## src/fec_lock_consts.vh

```
// constants for the fec block lock option block: register offsets,
// field positions, reset values and default thresholds.
// assumes a 10 mhz core clock and an apb master with 32-bit data.
//
// Summary of operation
// - fec option selects soft pcs with correction
// - ability flag set at power-up, reset
// - enable flag set at power-up, reset
// - uncorrectable block errors reported onward to pcs
// - lock after good-parity threshold, default four
// - lose lock after bad-parity threshold, eight
// - optional lock and high error rate outputs
`ifndef FEC_LOCK_CONSTS_VH
`define FEC_LOCK_CONSTS_VH

// ----------------------------------------
// register byte offsets
// ----------------------------------------
`define OFS_CTRL 8'h00
`define OFS_STATUS 8'h04
`define OFS_INT_STATUS 8'h08
`define OFS_INT_MASK 8'h0C
`define OFS_THRESH 8'h10
`define OFS_UNCORR_CNT 8'h14
`define OFS_HIBER_CFG 8'h18

// ----------------------------------------
// field positions
// ----------------------------------------
`define CTRL_ABILITY 0
`define CTRL_ENABLE 1
`define CTRL_ERR_REPORT 2
`define STAT_LOCK 0
`define STAT_HIBER 1
`define STAT_FEC_PRESENT 2
`define STAT_ACTIVE 3
`define INT_LOCK_GAIN 0
`define INT_LOCK_LOSS 1
`define INT_UNCORR 2
`define INT_HIBER 3
`define INT_BITS 4

// ----------------------------------------
// reset values and defaults
// ----------------------------------------
`define GOOD_THRESH_DEF 4
`define BAD_THRESH_DEF 8
`define HIBER_WIN_DEF 8'h40
`define HIBER_LIMIT_DEF 8'h10
`define INT_MASK_RST 4'h0

`endif

```

## src/fec_block_lock_options.v

```verilog
// top of the optional fec sublayer lock and option logic.
// assumes the transceiver data path delivers one blk_valid_i pulse per
// fec block with parity and decode results, and an apb3 master on the
// same clock drives the register port.
`timescale 1ns/1ps
`include "fec_lock_consts.vh"
module fec_block_lock_options #(
	parameter INCLUDE_FEC = 1,
	parameter SET_ABILITY = 1,
	parameter SET_ENABLE = 1,
	parameter SET_ERR_REPORT = 1,
	parameter EXTRA_PINS = 1,
	parameter TW = 8,
	parameter [TW-1:0] GOOD_THRESH = `GOOD_THRESH_DEF,
	parameter [TW-1:0] BAD_THRESH = `BAD_THRESH_DEF
) (
	input wire mclk_i,
	input wire srst_i,
	input wire psel_i,
	input wire penable_i,
	input wire pwrite_i,
	input wire [7:0] paddr_i,
	input wire [31:0] pwdata_i,
	output wire [31:0] prdata_o,
	output wire pready_o,
	output wire pslverr_o,
	input wire blk_valid_i,
	input wire parity_good_i,
	input wire uncorr_i,
	output wire slip_o,
	output wire soft_pcs_sel_o,
	output wire correction_active_o,
	output reg err_report_o,
	output wire block_lock_o,
	output wire high_error_rate_status_o,
	output wire irq_o
);

// ----------------------------------------
// helpers
// ----------------------------------------
// saturating increment, used by the error counters
function [31:0] sat_inc;
	input [31:0] v;
	input [31:0] top;
	begin
		if (v >= top)
			sat_inc = top;
		else
			sat_inc = v + 32'h00000001;
	end
endfunction

// ----------------------------------------
// state
// ----------------------------------------
reg correction_ability_flag;
reg correction_enable_flag;
reg correction_error_report_flag;
reg [`INT_BITS-1:0] int_status;
reg [`INT_BITS-1:0] int_mask;
reg [TW-1:0] good_thresh;
reg [TW-1:0] bad_thresh;
reg [15:0] uncorr_cnt;
reg [7:0] hiber_win;
reg [7:0] hiber_limit;
reg [7:0] win_cnt;
reg [7:0] bad_in_win;
reg high_error_rate;
reg lock_prev;
reg hiber_prev;
reg [31:0] rdata;
reg slverr;
reg [`INT_BITS-1:0] next_int_status;

wire fec_lock;
wire fec_present = (INCLUDE_FEC != 0);
wire fec_on;
wire setup = psel_i & ~penable_i;
wire access = psel_i & penable_i;
wire wr = access & pwrite_i;
wire rd_int = access & ~pwrite_i & (paddr_i == `OFS_INT_STATUS);
wire blk_bad = blk_valid_i & ~parity_good_i;
wire [31:0] bad_inc = sat_inc({24'h000000, bad_in_win}, 32'h000000FF);
wire [31:0] uncorr_inc = sat_inc({16'h0000, uncorr_cnt}, 32'h0000FFFF);
wire [`INT_BITS-1:0] events;

// correction only with the soft pcs path
assign soft_pcs_sel_o = fec_present;
assign fec_on = fec_present & correction_enable_flag;
assign correction_active_o = fec_on;

// ----------------------------------------
// control flags
// ----------------------------------------
// the flags reset to their option values, then software may change them
always @(posedge mclk_i) begin
	if (srst_i) begin
		correction_ability_flag <= (SET_ABILITY != 0) & fec_present;
		correction_enable_flag <= (SET_ENABLE != 0) & fec_present;
		correction_error_report_flag <= (SET_ERR_REPORT != 0);
	end else if (wr && paddr_i == `OFS_CTRL) begin
		correction_ability_flag <= pwdata_i[`CTRL_ABILITY] & fec_present;
		// enabling needs the ability, so a stale enable cannot stick
		correction_enable_flag <= pwdata_i[`CTRL_ENABLE] & fec_present
			& pwdata_i[`CTRL_ABILITY];
		correction_error_report_flag <= pwdata_i[`CTRL_ERR_REPORT];
	end
end

// ----------------------------------------
// thresholds and high error rate config
// ----------------------------------------
always @(posedge mclk_i) begin
	if (srst_i) begin
		good_thresh <= GOOD_THRESH;
		bad_thresh <= BAD_THRESH;
		hiber_win <= `HIBER_WIN_DEF;
		hiber_limit <= `HIBER_LIMIT_DEF;
		int_mask <= `INT_MASK_RST;
	end else if (wr) begin
		case (paddr_i)
		`OFS_THRESH: begin
			good_thresh <= pwdata_i[TW-1:0];
			bad_thresh <= pwdata_i[TW+7:8];
		end
		`OFS_HIBER_CFG: begin
			hiber_win <= pwdata_i[7:0];
			hiber_limit <= pwdata_i[15:8];
		end
		`OFS_INT_MASK: begin
			int_mask <= pwdata_i[`INT_BITS-1:0];
		end
		default: begin
			int_mask <= int_mask;
		end
		endcase
	end
end

// ----------------------------------------
// block lock
// ----------------------------------------
// the hunter sits idle while correction is off
fec_lock_fsm #(
	.TW(TW)
) u_lock (
	.mclk_i(mclk_i),
	.srst_i(srst_i),
	.hold_i(~fec_on),
	.blk_valid_i(blk_valid_i),
	.parity_good_i(parity_good_i),
	.good_thresh_i(good_thresh),
	.bad_thresh_i(bad_thresh),
	.lock_o(fec_lock),
	.slip_o(slip_o)
);

// ----------------------------------------
// high error rate monitor
// ----------------------------------------
// bad parity blocks are counted over a window of hiber_win blocks;
// the verdict moves at window ends and clears at once when lock or correction drops, so it lags by one window
always @(posedge mclk_i) begin
	if (srst_i || !fec_on || !fec_lock) begin
		win_cnt <= 8'h00;
		bad_in_win <= 8'h00;
		high_error_rate <= 1'b0;
	end else if (blk_valid_i) begin
		if (win_cnt + 8'h01 >= hiber_win) begin
			win_cnt <= 8'h00;
			bad_in_win <= 8'h00;
			high_error_rate <= (bad_inc >= {24'h000000, hiber_limit} &&
				blk_bad) || (bad_in_win >= hiber_limit);
		end else begin
			win_cnt <= win_cnt + 8'h01;
			if (blk_bad)
				bad_in_win <= bad_inc[7:0];
		end
	end
end

// ----------------------------------------
// error indication to the pcs
// ----------------------------------------
always @(posedge mclk_i) begin
	if (srst_i) begin
		err_report_o <= 1'b0;
		uncorr_cnt <= 16'h0000;
	end else begin
		err_report_o <= fec_on & correction_error_report_flag &
			blk_valid_i & uncorr_i;
		if (fec_on && blk_valid_i && uncorr_i)
			uncorr_cnt <= uncorr_inc[15:0];
	end
end

// ----------------------------------------
// status outputs
// ----------------------------------------
// optional lock and error rate pins
assign block_lock_o = (EXTRA_PINS != 0) & fec_lock;
assign high_error_rate_status_o = (EXTRA_PINS != 0) & high_error_rate;

// ----------------------------------------
// interrupts
// ----------------------------------------
always @(posedge mclk_i) begin
	if (srst_i) begin
		lock_prev <= 1'b0;
		hiber_prev <= 1'b0;
	end else begin
		lock_prev <= fec_lock;
		hiber_prev <= high_error_rate;
	end
end

assign events[`INT_LOCK_GAIN] = fec_lock & ~lock_prev;
assign events[`INT_LOCK_LOSS] = ~fec_lock & lock_prev;
assign events[`INT_UNCORR] = fec_on & blk_valid_i & uncorr_i;
assign events[`INT_HIBER] = high_error_rate & ~hiber_prev;

// a read clears the bits it returned; an event in that cycle survives
always @* begin
	next_int_status = int_status;
	if (rd_int)
		next_int_status = {`INT_BITS{1'b0}};
	next_int_status = next_int_status | events;
end

always @(posedge mclk_i) begin
	if (srst_i)
		int_status <= {`INT_BITS{1'b0}};
	else
		int_status <= next_int_status;
end

assign irq_o = |(int_status & int_mask);

// ----------------------------------------
// apb read path
// ----------------------------------------
// read data is captured in the setup cycle so prdata comes from flops;
// the slave never inserts wait states
always @(posedge mclk_i) begin
	if (srst_i) begin
		rdata <= 32'h00000000;
		slverr <= 1'b0;
	end else if (setup) begin
		rdata <= 32'h00000000;
		slverr <= 1'b0;
		case (paddr_i)
		`OFS_CTRL: begin
			rdata[`CTRL_ABILITY] <= correction_ability_flag;
			rdata[`CTRL_ENABLE] <= correction_enable_flag;
			rdata[`CTRL_ERR_REPORT] <= correction_error_report_flag;
		end
		`OFS_STATUS: begin
			rdata[`STAT_LOCK] <= fec_lock;
			rdata[`STAT_HIBER] <= high_error_rate;
			rdata[`STAT_FEC_PRESENT] <= fec_present;
			rdata[`STAT_ACTIVE] <= fec_on;
		end
		`OFS_INT_STATUS: begin
			// events of the setup cycle are included by the or below
			rdata[`INT_BITS-1:0] <= int_status | events;
		end
		`OFS_INT_MASK: begin
			rdata[`INT_BITS-1:0] <= int_mask;
		end
		`OFS_THRESH: begin
			rdata[TW-1:0] <= good_thresh;
			rdata[TW+7:8] <= bad_thresh;
		end
		`OFS_UNCORR_CNT: begin
			rdata[15:0] <= uncorr_cnt;
		end
		`OFS_HIBER_CFG: begin
			rdata[7:0] <= hiber_win;
			rdata[15:8] <= hiber_limit;
		end
		default: begin
			slverr <= 1'b1;
		end
		endcase
	end
end

assign pready_o = access;
assign prdata_o = (access & ~pwrite_i) ? rdata : 32'h00000000;
assign pslverr_o = access & slverr;

endmodule // fec_block_lock_options

```

## src/fec_lock_fsm.v

```verilog
// block lock hunter for the receive fec path.
// assumes one blk_valid_i pulse per received fec block with its parity
// result alongside; slip_o asks the aligner to shift one bit position.
`timescale 1ns/1ps
module fec_lock_fsm #(
	parameter TW = 8
) (
	input wire mclk_i,
	input wire srst_i,
	input wire hold_i,
	input wire blk_valid_i,
	input wire parity_good_i,
	input wire [TW-1:0] good_thresh_i,
	input wire [TW-1:0] bad_thresh_i,
	output reg lock_o,
	output reg slip_o
);

localparam ST_HUNT = 1'b0;
localparam ST_LOCK = 1'b1;

reg state;
reg [TW-1:0] good_cnt;
reg [TW-1:0] bad_cnt;
wire [TW-1:0] good_next = good_cnt + {{(TW-1){1'b0}}, 1'b1};
wire [TW-1:0] bad_next = bad_cnt + {{(TW-1){1'b0}}, 1'b1};

// a threshold of zero acts as one, so lock is never free
always @(posedge mclk_i) begin
	slip_o <= 1'b0;
	if (srst_i || hold_i) begin
		state <= ST_HUNT;
		good_cnt <= {TW{1'b0}};
		bad_cnt <= {TW{1'b0}};
		lock_o <= 1'b0;
	end else if (blk_valid_i) begin
		case (state)
		ST_HUNT: begin
			if (parity_good_i) begin
				if (good_next >= good_thresh_i) begin
					state <= ST_LOCK;
					lock_o <= 1'b1;
					good_cnt <= {TW{1'b0}};
				end else begin
					good_cnt <= good_next;
				end
			end else begin
				slip_o <= 1'b1;
				good_cnt <= {TW{1'b0}};
			end
			bad_cnt <= {TW{1'b0}};
		end
		ST_LOCK: begin
			if (parity_good_i) begin
				bad_cnt <= {TW{1'b0}};
			end else if (bad_next >= bad_thresh_i) begin
				state <= ST_HUNT;
				lock_o <= 1'b0;
				bad_cnt <= {TW{1'b0}};
				slip_o <= 1'b1;
			end else begin
				bad_cnt <= bad_next;
			end
		end
		default: begin
			state <= ST_HUNT;
			lock_o <= 1'b0;
		end
		endcase
	end
end

endmodule // fec_lock_fsm

```

## config.mk

```make
export PLATFORM = sky130hd
export DESIGN_NAME = fec_block_lock_options
export DESIGN_NICKNAME = d
export VERILOG_FILES = /design/src/fec_block_lock_options.v /design/src/fec_lock_fsm.v
export VERILOG_INCLUDE_DIRS = /design/src
export SDC_FILE = /design/constraint.sdc
export NUM_CORES = 1
export LEC_CHECK = 0
export ABC_AREA = 1
export BUFFER_PORTS_ARGS = -buffer_cell sky130_fd_sc_hd__buf_2
export CAP_MARGIN = 20
export CORE_AREA = 4 4 156 158
export DETAILED_ROUTE_END_ITERATION = 8
export DIE_AREA = 0 0 160 162
export GPL_ROUTABILITY_DRIVEN = 0
export SLEW_MARGIN = 20
export SYNTH_ARGS = -nofsm -noshare
export SYNTH_HDL_FRONTEND = slang
export SYNTH_SLANG_ARGS = --single-unit
```

## constraint.sdc

```tcl
create_clock -name mclk_i -period 2.2 [get_ports mclk_i]
set_clock_uncertainty 0.2 [all_clocks]
set_input_delay 0.11 -clock mclk_i [delete_from_list [all_inputs] [get_ports mclk_i]]
set_output_delay 0.11 -clock mclk_i [all_outputs]
set_load 0.02 [all_outputs]
```

==> out/qor.csv <==
metric,value,unit
run status,finished with violations,
failing checks,setup timing,
number of pins with negative max-slew slack in the final report,0,
multi-input combinational cell area,4350,sq um
share of flip-flops with an asynchronous set or reset,0,%
DRC errors left,0,
pin count of the biggest net entering global routing,52,
total number of vias,6767,
number of placed I/O pins,89,
half-perimeter wire length after detailed placement,14.4,mm
area of all placed cells without fillers,9520,sq um
starting utilization of the core area,29.3,%
post-synthesis instance total,985,
unrepaired setup endpoints after global routing,true,
share of power burned in registers,39.7,%
critical-path cell with the highest stage delay,dfxtp_4,
final period utilization,109,%
Routed Antenna Nets,0,
Area growth syn-to-layout,40.5,%
buffer depth of the longest clock path,2,
router iterations before antenna repair,4,
violation count after the first detailed-route iteration,414,
CTS tree,done,
average size of a mapped cell,6.88,sq um
fill cell instance count of the final layout,2288,
max capacitance violation total,0,
overall overflow remaining after global route,0,
leading post-synthesis cells by instance count,"219 x nand2_1, 138 x inv_1, 115 x dfxtp_1, 91 x a21oi_1, 86 x nor2_1",
cell row count,56,
relative slew slack,37.6,%
Setup Crit Path Kind,reg2reg,
critical path cell sequence,ha_4 -> nand3_2 -> nand3b_1 -> xnor2_2 -> ha_1 -> nand2_2 -> buf_4 -> nor2_4 -> nand2_2 -> buf_4 -> nand3_1 -> nand2_4 -> nand2_1 -> a21oi_2,
Yosys top cell area share,34.0,%
total net switching power,1220,uW
average detailed-routed wire length per instance,13.6,microns
power per cell area,555,nW/um^2
longest individual stage delay on the worst path,0.36,ns
arrival time at the worst endpoint,2.51,ns
DIE AREA,25900,sq um
Yosys warning count,0,
Final Hold Violating Endpoints,0,
transition time at the pin with the least slew margin,0.931,ns
FF-to-FF path depth,14,
number of antenna violations at the first check in global routing,1,
vias in the first global route,6393,
cell types with the largest area share after synthesis,"dfxtp_1 34%, nand2_1 12%, ha_1 8.3%",
switching share of power,23.1,%
maximum level of the CTS H-tree,4,
ratio of cells with drive above 1 in the final layout,30.3,%
"number of placed instances, taps included",1378,
GRT Util Overall,15.0,%
most frequently used flop master after synthesis,dfxtp_1,
startpoint type of the worst setup path,flip-flop,
setup total negative slack,-3.49,ns
Internal,4070,uW
sequential element share of the synthesized area,34.0,%
Highest Clock Rate,0.416,GHz
total number of nets in the final design,1249,
global-route wire length before repair,31.7,mm
Vert. Die Dim,162,microns
Port Buf Inserts,55,
Sink Count,115,
cell area after placement,7800,sq um
CTS buffer count,17,
time the final worst path needs with I/O delays and setup,2.40,ns
clock transition at the register clock pins on the worst setup and hold paths after CTS,0.05,ns
Root Buffer,clkbuf_16,
Hold Crit Depth,6,
number of flops mapped to enable cells by yosys,0,
count of state elements after synthesis,115,
Worst Slack Setup Final,-0.205,ns
kind of end point of the critical path,flip-flop,
final setup violation count,35,
combined area of all synthesized cells,6780,sq um
leading cell type by number of instances after synthesis,nand2_1,
area of the core,23100,sq um
largest fanout on the critical path,8,
number of distinct library cells after synthesis,42,
Final Non-Filler Cells,1460,
routed via count divided by cell count,4.63,
fraction of power consumed by the clock network,54.4,%
required time reported for the critical path endpoint,2.31,ns
Hold WS,0.0381,ns
static leakage power,0.00428,uW
Detailed Route WL,19.9,mm
maximum resistive drop on vdd,600,uV
part of the total power dissipated in combinational logic,5.9,%
FF/Latch Area,2340,sq um
source-to-sink clock delay at the later pin of the worst-skew pair,0.42,ns
worst min-delay path category,in2reg,
cell accounting for the most synthesized area,dfxtp_1,
horizontal extent of the die,160,microns
-- flip-flops by register name (all words and copies together), names as in the netlist, 4 cells and up --
signal and count:
u_lock.good_cnt 8, win_cnt 8, hiber_limit 8, hiber_win 8, int_mask 4, uncorr_cnt 16
good_thresh 8, bad_in_win 8, bad_thresh 8, int_status 4, rdata 16, u_lock.bad_cnt 8
-- cell type report --
cell class	count	area share, %
diodes	1	0.0263
clock buffers	20	4.90
clock inverters	12	1.59
inverters	152	6.12
multi-input cells	694	45.7
flip-flops and latches	115	24.6
well taps	290	3.81
repair buffers	176	13.3
-- layer usage --
layer	share of wire, %	global-route usage [%]	vias up
met4	0.88	3.64	0
met5	0	0	-
li1	-	-	3492
met3	3.8	3.04	14
met1	46	19.3	3137
met2	49	26.0	124
-- logic make-up (layout without fill, tap and decap cells) --
logic type | after synthesis | count (layout) | share of synthesized area [%]
compound gates | 195 | 195 | 15.8
xor+xnor | 22 | 22 | 2.84
fa+ha+maj | 45 | 45 | 8.31
buf+inv | 191 | 360 | 12.1
flops | 115 | 115 | 34.0
other cells | 2 | 18 | 0.111
simple gates | 415 | 415 | 27.0
-- timing repair --
item	CTS	global route
gates resized for setup	58	99
hold endpoints to repair	61	0
buffers inserted	16	8
pin swaps	40	44
endpoints found under the setup margin	36	36
hold buffers	25	0
-- path summary, 6_finish.rpt --
| path | slack (ns) | end | from |
|---|---|---|---|
| max | -0.20 | bad_in_win[6] | win_cnt[0] |
| min | 0.04 | int_status[2] | psel_i |
| max reg2reg | -0.20 | bad_in_win[6] | win_cnt[0] |
| min reg2reg | 0.27 | rdata[2] | rdata[2] |
-- layout by cell type, fill, tap and decap left out, types with 19 or more instances in the layout --
master         count
dlygate4sd3_1     25
nand3_1           25
o21ai_0           32
ha_1              33
a21oi_2           26
a21oi_1           72
nand2_1          197
nand3_2           24
nor2_1            77
buf_4             91
buf_2             55
dfxtp_1           99
inv_1            134
o21ai_1           39
nand2_2           19
-- power groups by stage --
stage | clock network, uW | registers [uW] | logic, uW
global route | 3030 | 2100 | 340
detailed placement | 0 | 2150 | 259
floorplan | 0 | 2150 | 181
finish | 2880 | 2100 | 311
CTS | 2920 | 2100 | 302
global placement | 0 | 2150 | 257
-- critical path: cells and delay by family, from the launching register on --
kind | cells | cell delay (ns)
AOI/OAI and AO/OA | 1 | 0.05
xor gates and xnor gates | 1 | 0.16
adders and majority gates | 2 | 0.44
buffers and inverters | 2 | 0.28
DFF | 1 | 0.36
and+or+nand+nor | 8 | 0.81
-- through the flow --
step	power, uW	util (%)	worst slack [ns]
2_1_floorplan	2330	-	-0.0906
3_3_place_gp	2410	33.7	-0.232
3_5_place_dp	2410	33.7	-0.361
4_1_cts	5320	39.0	-0.116
5_1_grt	5470	41.2	-0.348
6_report	5290	41.2	-0.205
Power figures use the tool's default switching activity.
